`src/spi_core_consts.svh`:
```
/*
 * Constants for the serial port core: field positions, reset values, divisors.
 * Assumes inclusion by bare name from the package and the core.
 */
`ifndef SPI_CORE_CONSTS_SVH
`define SPI_CORE_CONSTS_SVH

// ----------------------------------------------------------------------------
// Control register fields
// ----------------------------------------------------------------------------
`define CTL_RATE_LSB 0
`define CTL_PHASE_BIT 3
`define CTL_POL_BIT 4
`define CTL_MASTER_BIT 5
`define CTL_ENABLE_BIT 6
`define CTL_IRQEN_BIT 7
`define CTL_RESET 8'h00
// ----------------------------------------------------------------------------
// Control/status register fields
// ----------------------------------------------------------------------------
`define CSR_SSI_BIT 0
`define CSR_SSM_BIT 1
`define CSR_MODE_FAULT_FLAG_BIT 4
`define CSR_OVR_BIT 5
`define CSR_WRITE_COLLISION_FLAG_BIT 6
`define CSR_DONE_BIT 7
`define CSR_RESET 8'h00
// ----------------------------------------------------------------------------
// Half-periods of the master clock in cpu cycles, indexed by the rate field
// ----------------------------------------------------------------------------
`define HALF_DIV2 8'h02
`define HALF_DIV3 8'h04
`define HALF_DIV4 8'h08
`define HALF_DIV5 8'h10
`define HALF_DIV6 8'h20
`define HALF_DIV7 8'h40
`define BITS_PER_BYTE 4'h8

`endif

```
`src/spi_core_pkg.sv`:
```
/*
 * Types shared by the serial port core.
 * Assumes the constants header is on the include path.
 */
package spi_core_pkg;
    `include "spi_core_consts.svh"

    // Software access strobes, one cycle each
    typedef struct packed {
        logic ctl_wr;
        logic csr_wr;
        logic csr_rd;
        logic data_wr;
        logic data_rd;
        logic [7:0] wdata;
    } cpu_access_s;

    // Serial pins seen from the core
    typedef struct packed {
        logic sck_o;
        logic sck_oe;
        logic mosi_o;
        logic mosi_oe;
        logic miso_o;
        logic miso_oe;
    } pin_drive_s;

    typedef enum logic [2:0] {
        ST_IDLE = 3'b001,
        ST_LEAD = 3'b010,
        ST_TRAIL = 3'b100
    } shift_state_e;
endpackage

```
`src/spi_master_slave_select_core.sv`:
```
/*
 * Serial peripheral port core: master/slave byte shifter with slave select
 * management, status flags and clearing sequences.
 * Assumes all inputs synchronous to clk, including the pin inputs in slave
 * mode; the external clock must be slower than half the cpu clock.
 */
`timescale 1ns/10ps
`include "spi_core_consts.svh"
module spi_master_slave_select_core
    import spi_core_pkg::*;
(
    // Clock and reset
    input wire logic clk,
    input wire logic rst,
    // Software access
    input wire cpu_access_s cpu,
    input wire logic cpu_irq_mask,
    output logic [7:0] serial_control_reg,
    output logic [7:0] serial_control_status_reg,
    output logic [7:0] serial_data_reg,
    output logic irq,
    // Serial pins
    input wire logic sck_i,
    input wire logic mosi_i,
    input wire logic miso_i,
    input wire logic ss_n_i,
    output pin_drive_s pins
);
    // ------------------------------------------------------------------------
    // Declarations
    // ------------------------------------------------------------------------
    logic [7:0] ctl_q, csr_q, rx_q, shift_q, half_q, cnt_q;
    logic [3:0] bits_q;
    logic sck_q, sck_in_q, busy_q, csr_seen_q, mode_fault_flag_seen_q, out_q;
    shift_state_e st_q;
    logic ss_int, is_master, enabled, clock_polarity, clock_phase, wr_ok, wr_coll;
    logic slave_sel, edge_lead, edge_trail, done_evt, m_tick, sin;

    // Divisor decode; codes 5, 6 and 7 all give the slowest rate
    function automatic logic [7:0] half_period(input logic [2:0] code);
        case (code)
            3'h0: half_period = `HALF_DIV2; // cpu/4
            3'h1: half_period = `HALF_DIV3;
            3'h2: half_period = `HALF_DIV4;
            3'h3: half_period = `HALF_DIV5;
            3'h4: half_period = `HALF_DIV6;
            default: half_period = `HALF_DIV7;
        endcase
    endfunction

    // ------------------------------------------------------------------------
    // Select and configuration decode
    // ------------------------------------------------------------------------
    assign ss_int = csr_q[`CSR_SSM_BIT] ? csr_q[`CSR_SSI_BIT] : ss_n_i;
    assign is_master = ctl_q[`CTL_MASTER_BIT];
    assign enabled = ctl_q[`CTL_ENABLE_BIT];
    assign clock_polarity = ctl_q[`CTL_POL_BIT];
    assign clock_phase = ctl_q[`CTL_PHASE_BIT];
    assign slave_sel = enabled && !is_master && !ss_int;
    // Data writes pass only when idle, done not pending, and no phase-0 select
    assign wr_coll = cpu.data_wr && (busy_q || (slave_sel && !clock_phase));
    assign wr_ok = cpu.data_wr && !wr_coll
        && !(csr_q[`CSR_DONE_BIT] && !csr_seen_q);
    assign m_tick = busy_q && is_master && (cnt_q == half_q);
    // External clock edges; sck_in_q is a plain delay, pins are synchronous
    assign edge_lead = is_master ? (m_tick && st_q == ST_LEAD)
        : (slave_sel && (sck_i != sck_in_q) && (sck_i != clock_polarity));
    assign edge_trail = is_master ? (m_tick && st_q == ST_TRAIL)
        : (slave_sel && (sck_i != sck_in_q) && (sck_i == clock_polarity));
    assign sin = is_master ? miso_i : mosi_i;
    assign done_evt = edge_trail && bits_q == 4'h1 && busy_q;

    // ------------------------------------------------------------------------
    // Control register; fault drops master and enable
    // ------------------------------------------------------------------------
    always_ff @(posedge clk) begin
        if (rst) begin
            ctl_q <= `CTL_RESET;
        end else if (is_master && enabled && !ss_int) begin
            ctl_q[`CTL_MASTER_BIT] <= 1'b0;
            ctl_q[`CTL_ENABLE_BIT] <= 1'b0;
        end else if (cpu.ctl_wr) begin
            ctl_q <= cpu.wdata;
            // Master/enable accepted only with select high, fault not held
            if (!ss_int || (csr_q[`CSR_MODE_FAULT_FLAG_BIT] && !mode_fault_flag_seen_q)) begin
                ctl_q[`CTL_MASTER_BIT] <= 1'b0;
                ctl_q[`CTL_ENABLE_BIT] <= 1'b0;
            end
        end
    end

    // ------------------------------------------------------------------------
    // Status flags; a hardware set wins over a software clear
    // ------------------------------------------------------------------------
    always_ff @(posedge clk) begin
        if (rst) begin
            csr_q <= `CSR_RESET;
            csr_seen_q <= 1'b0;
            mode_fault_flag_seen_q <= 1'b0;
        end else begin
            if (cpu.csr_wr) begin
                csr_q[`CSR_SSM_BIT] <= cpu.wdata[`CSR_SSM_BIT];
                csr_q[`CSR_SSI_BIT] <= cpu.wdata[`CSR_SSI_BIT];
            end
            if (cpu.csr_rd || cpu.csr_wr) begin
                csr_seen_q <= csr_q[`CSR_DONE_BIT] || csr_q[`CSR_WRITE_COLLISION_FLAG_BIT];
            end
            if (cpu.csr_rd) begin
                mode_fault_flag_seen_q <= csr_q[`CSR_MODE_FAULT_FLAG_BIT];
                csr_q[`CSR_OVR_BIT] <= 1'b0;
            end
            // Status then data access clears done and collision
            if (csr_seen_q && (cpu.data_rd || cpu.data_wr)) begin
                csr_q[`CSR_DONE_BIT] <= 1'b0;
                csr_q[`CSR_WRITE_COLLISION_FLAG_BIT] <= 1'b0;
                csr_seen_q <= 1'b0;
            end
            if (mode_fault_flag_seen_q && cpu.ctl_wr) begin
                csr_q[`CSR_MODE_FAULT_FLAG_BIT] <= 1'b0;
                mode_fault_flag_seen_q <= 1'b0;
            end
            if (done_evt) begin
                csr_q[`CSR_DONE_BIT] <= 1'b1;
                if (csr_q[`CSR_DONE_BIT]) begin
                    csr_q[`CSR_OVR_BIT] <= 1'b1;
                end
            end
            if (wr_coll) begin
                csr_q[`CSR_WRITE_COLLISION_FLAG_BIT] <= 1'b1; // no interrupt
            end
            if (is_master && enabled && !ss_int) begin
                csr_q[`CSR_MODE_FAULT_FLAG_BIT] <= 1'b1;
            end
        end
    end

    // ------------------------------------------------------------------------
    // Shift engine: byte shifted MSB first, both directions at once
    // ------------------------------------------------------------------------
    always_ff @(posedge clk) begin
        if (rst) begin
            shift_q <= 8'h00;
            rx_q <= 8'h00;
            bits_q <= 4'h0;
            busy_q <= 1'b0;
            out_q <= 1'b0;
            st_q <= ST_IDLE;
        end else if (!enabled) begin
            busy_q <= 1'b0;
            st_q <= ST_IDLE;
        end else begin
            if (wr_ok) begin
                shift_q <= cpu.wdata;
                out_q <= cpu.wdata[7];
                bits_q <= `BITS_PER_BYTE;
                busy_q <= is_master; // Slave waits for the master's clock
                st_q <= is_master ? ST_LEAD : ST_IDLE;
            end
            // Slave arms on its first clock edge even without a new byte
            if (!is_master && slave_sel && !busy_q && (edge_lead || edge_trail)) begin
                busy_q <= 1'b1;
                bits_q <= `BITS_PER_BYTE;
            end
            // Sample on the first edge for phase 0, second for phase 1
            if (edge_lead) begin
                if (!clock_phase) begin
                    shift_q <= {shift_q[6:0], sin};
                end else begin
                    out_q <= shift_q[7];
                end
                if (is_master) begin
                    st_q <= ST_TRAIL;
                end
            end
            if (edge_trail) begin
                if (clock_phase) begin
                    shift_q <= {shift_q[6:0], sin};
                end else begin
                    // The lead edge already shifted, so the next bit sits at the top
                    out_q <= shift_q[7];
                end
                bits_q <= bits_q - 4'h1;
                if (is_master) begin
                    st_q <= (bits_q == 4'h1) ? ST_IDLE : ST_LEAD;
                end
                if (bits_q == 4'h1) begin
                    busy_q <= 1'b0;
                    rx_q <= clock_phase ? {shift_q[6:0], sin} : shift_q;
                end
            end
        end
    end

    // ------------------------------------------------------------------------
    // Master clock generator; idles at the polarity level
    // ------------------------------------------------------------------------
    always_ff @(posedge clk) begin
        if (rst) begin
            cnt_q <= 8'h01;
            half_q <= `HALF_DIV2;
            sck_q <= 1'b0;
            sck_in_q <= 1'b0;
        end else begin
            sck_in_q <= sck_i;
            half_q <= half_period(ctl_q[`CTL_RATE_LSB +: 3]);
            if (!busy_q || !is_master) begin
                cnt_q <= 8'h01;
                sck_q <= clock_polarity;
            end else if (m_tick) begin
                cnt_q <= 8'h01;
                sck_q <= ~sck_q;
            end else begin
                cnt_q <= cnt_q + 8'h01;
            end
        end
    end

    // ------------------------------------------------------------------------
    // Outputs; pins released unless enabled in the matching role, miso also needing select low
    // ------------------------------------------------------------------------
    assign pins.sck_o = sck_q;
    assign pins.sck_oe = enabled && is_master;
    assign pins.mosi_o = out_q;
    assign pins.mosi_oe = enabled && is_master;
    assign pins.miso_o = out_q;
    assign pins.miso_oe = slave_sel;
    assign serial_control_reg = ctl_q;
    assign serial_control_status_reg = csr_q;
    assign serial_data_reg = rx_q;
    // Collision sets no interrupt; fault and done do
    assign irq = ctl_q[`CTL_IRQEN_BIT] && !cpu_irq_mask
        && (csr_q[`CSR_DONE_BIT] || csr_q[`CSR_MODE_FAULT_FLAG_BIT]);
endmodule

```
`config.mk`:
```
export PLATFORM = sky130hd
export DESIGN_NAME = spi_master_slave_select_core
export DESIGN_NICKNAME = d
export VERILOG_FILES = /design/src/spi_core_pkg.sv /design/src/spi_master_slave_select_core.sv
export VERILOG_INCLUDE_DIRS = /design/src
export SDC_FILE = /design/constraint.sdc
export NUM_CORES = 1
export LEC_CHECK = 0
export BUFFER_PORTS_ARGS = -buffer_cell sky130_fd_sc_hd__buf_2
export CORE_MARGIN = 4
export CORE_UTILIZATION = 50
export DETAILED_ROUTE_END_ITERATION = 12
export PLACE_DENSITY = 0.73
export SETUP_SLACK_MARGIN = 0.1
export SYNTH_ARGS = -nofsm -noshare
export SYNTH_HDL_FRONTEND = slang
export SYNTH_SLANG_ARGS = --single-unit
```
`constraint.sdc`:
```
create_clock -name clk -period 4.8 [get_ports clk]
set_input_delay 0.96 -clock clk [delete_from_list [all_inputs] [get_ports clk]]
set_output_delay 0.96 -clock clk [all_outputs]
set_load 0.02 [all_outputs]
```
* Word level (Yosys, flattened, before mapping)
Cells that the tools add are included.
** Word-level totals
- Bits in registers :: 59
- Bits in latches :: 0
- Bits in writable memories :: 0
- ROM bits :: 0
- Input bits :: 20
- Output and inout bits :: 31
- Logic and storage cells :: 133
- Memories :: 0
** Cells by class
- Add/subtract/negate cells :: 2
- Multipliers :: 0
- Divide/modulo/power cells :: 0
- $lt $le $gt $ge :: 0
- Eq/ne operators :: 11
- Shift-type cells :: 0
- Multiplexer cells :: 41
- Bitwise operators :: 3
- Reduce and logical (&&, ||, !) cells :: 57
** Operators with widths (count)
- 2-to-1 mux 8 bit :: 6
- case mux 7 bit (5 select lines) :: 1
- logical AND 1 bit :: 26
- 2-to-1 mux 1 bit :: 22
- 2-to-1 mux 3 bit :: 5
- 2-to-1 mux 4 bit :: 3
- == test 3 x 2 -> 1 bit, second input constant :: 3
- logical NOT 1 bit :: 9
- adder 8 x 1 -> 8 bit, second input constant :: 1
- == test 8 bit :: 1
- logical OR 1 bit :: 8
- 2-to-1 mux 2 bit :: 4
- nonzero test 2 bit :: 4
- OR reduction 2 bit :: 4
- == test 3 bit, second input constant :: 2
- == test 4 x 1 -> 1 bit, second input constant :: 1
- AND reduction 2 bit :: 2
- subtractor 4 x 1 -> 4 bit, second input constant :: 1
- == test 3 x 1 -> 1 bit, second input constant :: 1
- logical NOT 3 bit :: 1
- NOT 1 bit :: 3
- AND reduction 3 bit :: 1
- nonzero test 3 bit :: 1
- OR reduction 3 bit :: 1
- other kinds (2) :: 3

* Logic depth before layout (Yosys ltp)
- Word-level depth :: 14
- Gate-level depth with buffers :: 8
- Depth with buffers taken out :: 6

* Worst setup path after synthesis
Ideal clock, no wire load.
- Kind :: input to register
- From :: input ss_n_i
- To :: register out_q
- Data arrival time :: 2419 ps
- Required time :: 4679 ps
- Setup slack :: 2260 ps
- Stages on the path :: 8
- Path buffers :: 2
- Path through :: mux2i_1 a31o_2 or2_2 clkbuf_1 clkbuf_1 o21ai_0 a21oi_1 mux2_2
** Between the ends
- Word-level cells in the longest chain between the ends :: 14
** Ends and longest elaborated chain
- start, declared :: line spi_master_slave_select_core.sv:26 : input wire logic ss_n_i,
- 2-to-1 mux 1 bit * :: line spi_master_slave_select_core.sv:54 : assign ss_int = csr_q[`CSR_SSM_BIT] ? csr_q[`CSR_SSI_BIT] : ss_n_i;
- logical NOT 1 bit * :: line spi_master_slave_select_core.sv:59 : assign slave_sel = enabled && !is_master && !ss_int;
- logical AND 1 bit * :: line spi_master_slave_select_core.sv:59
- logical AND 1 bit :: line spi_master_slave_select_core.sv:61 : assign wr_coll = cpu.data_wr && (busy_q || (slave_sel && !clock_phase));
- logical OR 1 bit :: line spi_master_slave_select_core.sv:61
- logical AND 1 bit :: line spi_master_slave_select_core.sv:61
- logical NOT 1 bit :: line spi_master_slave_select_core.sv:62 : assign wr_ok = cpu.data_wr && !wr_coll
- logical AND 1 bit (2 in series) :: line spi_master_slave_select_core.sv:62
- 2-to-1 mux 1 bit :: line spi_master_slave_select_core.sv:152 : if (wr_ok) begin
- 2-to-1 mux 1 bit :: line spi_master_slave_select_core.sv:166 : if (!clock_phase) begin
- 2-to-1 mux 1 bit :: line spi_master_slave_select_core.sv:165 : if (edge_lead) begin
- 2-to-1 mux 1 bit :: line spi_master_slave_select_core.sv:176 : if (clock_phase) begin
- 2-to-1 mux 1 bit * :: line spi_master_slave_select_core.sv:175 : if (edge_trail) begin
- end signal, assigned :: line spi_master_slave_select_core.sv:154 : out_q <= cpu.wdata[7];
- end signal, assigned :: line spi_master_slave_select_core.sv:169 : out_q <= shift_q[7];
- end signal, assigned :: line spi_master_slave_select_core.sv:180 : out_q <= shift_q[7];
- end, declared :: line spi_master_slave_select_core.sv:34 : logic sck_q, sck_in_q, busy_q, csr_seen_q, mode_fault_flag_seen_q, out_q;
Every way passes the cells marked *; elsewhere a longest branch is shown, timed or not.
A chain may end at the register's enable or synchronous reset.

==> results.cfg <==
[status]
outcome = finished, final reports clean

[synth]
ys_ff_latch = 57
synthFlopType = dfxtp_1
seq_area_frac_synth_pct = 40.05
synth_edf_count = 0
synth_xor_area_share_pct = 3.996
synth_warnings = 0
avgSynthCellArea_um2 = 8.530
synth_top_area_share_pct = 40.05
synth_top_family_by_area = simple AND/OR/NAND/NOR gates
synthMuxAreaShare_pct = 5.665
synth_compound_gate_area_share_pct = 20.55
netlist.top_cell.by_area = dfxtp_1
synth_area_leaders = dfxtp_1 40%, mux2i_1 5.3%, nor2_1 5.0%, a21oi_1 3.9%, nand3_1 3.0%
ys_async_sr_fraction_pct = 0
netlist_area_um2 = 2849
synthDistinctLibCells = 56
syn-instance-count = 334
synthAdderAreaFrac_pct = 1.318
synth-simple-area-share_pct = 21.52
synth.most_common_cell = dfxtp_1
yosys-top-cells-count = 57 x dfxtp_1, 38 x nor2_1, 22 x a21oi_1

[floorplan]
die_h_um = 83.49
placeableCoreArea_um2 = 5507
num_io_pins = 51
die-area_um2 = 6970
fp-row-count = 27
fp.dieW_um = 83.49
initial_core_util_pct = 51.74

[place]
io_buffer_count = 48
hpwl_um = 4569
dp.cells = 429
gp_congestion = 0.7865

[clock_network]
clk_latency_ns = 0.32
cts_tree = built
cts_inserted_buffers = 9
cts-hold-fix-buffers = 0
cts_resized = 0
cts.htree.levels = 3
cts_root_buffer = clkbuf_8
clkSlewWorstSetupHoldPaths_ns = 0.06
clock_sinks = 57
post_cts_buffers = 0
clock_path_buffers = 2

[sta]
maxSlewHeadroom_pct = 41.16
finalSetupViolCount = 0
fin_crit_ns = 2.794
hold_viol = 0
final.setup_skew_ns = 0.004986
tightestPinTransition_ns = 0.8814
fin_setup_tns_ns = 0
slew_viol_final = 0
period_share_pct = 58.21
rsz0062_at_grt = false
max_freq_mhz = 357.9

[finish]
stdcell_count = 444
fillers = 502
ff_latch_area_um2 = 1141
drive_gt1_share_pct = 19.35
syn_to_final_growth_pct = 13.79
multiInputGateArea_um2 = 1519
num_antenna_cells = 0
finalNetCount = 391

[power_and_ir_drop]
max-vdd-ir-drop_v = 0.0001612
p_leak_nw = 1.298
power_density_nw_per_um2 = 317.3

[job]
cap_violations = 0

[grt]
grtUsageTotal_pct = 19.26
antenna_found_initial = 0
first_global_vias = 2426
grt_max_degree = 50
globalRouteOverflowTotal = 0
grt_pass1_wl_um = 11050

[worst_setup_path]
crit_fanout = 26
critPathRequiredTime_ns = 3.84
cp.arrival_ns = 1.83
crit_path_start_kind = flop
worst-setup-path-type = reg -> out
end_kind = primary output

[route]
wirelength_um = 6517
ant_nets = 0
post_drt_wl_per_cell_um = 14.68
first_pass_iters = 4
dr.first_iter.drc_count = 141
vias = 2486
via_per_inst = 5.599
drc = 0

[worst_hold_path]
hold_class = reg -> reg
## layer usage
layer | vias to the layer above | part of all wire, % | global-route usage (%)
met3 | 7 | 6.5 | 3.455
met4 | 0 | 0.92 | 9.795
met2 | 78 | 46 | 29.66
met5 | - | 0 | 0
met1 | 1150 | 47 | 25.88
li1 | 1251 | - | -
## worst max-delay path: stages, from the launching register on
cell,delay (ns)
dfxtp_1,0.90
nor2b_1,0.24
and2_1,0.18
buf_2,0.19
## cell type report
type | count | share of cell area [%]
multi-input combinational | 237 | 46.85
sequential | 57 | 35.20
timing repair buffer | 48 | 7.410
clock buffer | 12 | 4.786
tap | 72 | 2.779
inverter | 15 | 1.737
clock inverter | 3 | 1.235
## placed cells by master, fill, tap and decap left out, types with 7 or more instances in the layout
master    instances
a211oi_1          7
a21oi_1          22
buf_2            48
clkbuf_8         11
dfxtp_1          57
inv_1            15
mux2i_1          15
nand2_1          21
nand3_1          17
nor2_1           38
nor3_1            9
o21ai_0          12
o21bai_1          7
xnor2_1           8
## cell families (layout without fill, tap and decap cells)
group                      after synthesis  after routing
and+or+nand+nor                        121            121
AOI/OAI and AO/OA                       82             82
DFF                                     57             57
buffers and inverters                   41             78
muxes                                   16             16
xor gates and xnor gates                13             13
adders and majority gates                3              3
other                                    1              2
## worst paths after layout
check,slack [ns],to,start,cells after the start
hold reg to reg,0.45,cnt_q[0],cnt_q[0],1
hold / removal,0.45,cnt_q[0],cnt_q[0],1
setup / recovery,2.01,pins[0],serial_control_reg[6],3
setup reg to reg,2.09,serial_data_reg[0],serial_control_reg[6],6
## where the power goes
part	total, mW	leakage (nW)	switching [mW]	internal (mW)
sequential	0.499	0.462	0.0156	0.483
combinational	0.0844	0.733	0.0503	0.0340
clock	0.446	0.102	0.182	0.264
## through the flow
step / total power, mW / worst slack (ns) / hold WS, ns / instance area, um^2 / util (%)
after global placement: 0.5911 / 1.802 / 0.4248 / 3047 / 55.33
after detailed placement: 0.5927 / 1.767 / 0.4313 / 3047 / 55.33
after CTS: 1.036 / 1.993 / 0.4489 / 3242 / 58.87
after global routing: 1.072 / 1.757 / 0.4817 / 3242 / 58.87
final: 1.029 / 2.006 / 0.4450 / 3242 / 58.87
after floorplan: 0.5670 / 2.260 / 0.4004 / 2853 / -
Note: power is estimated with default switching activity, not from simulation.
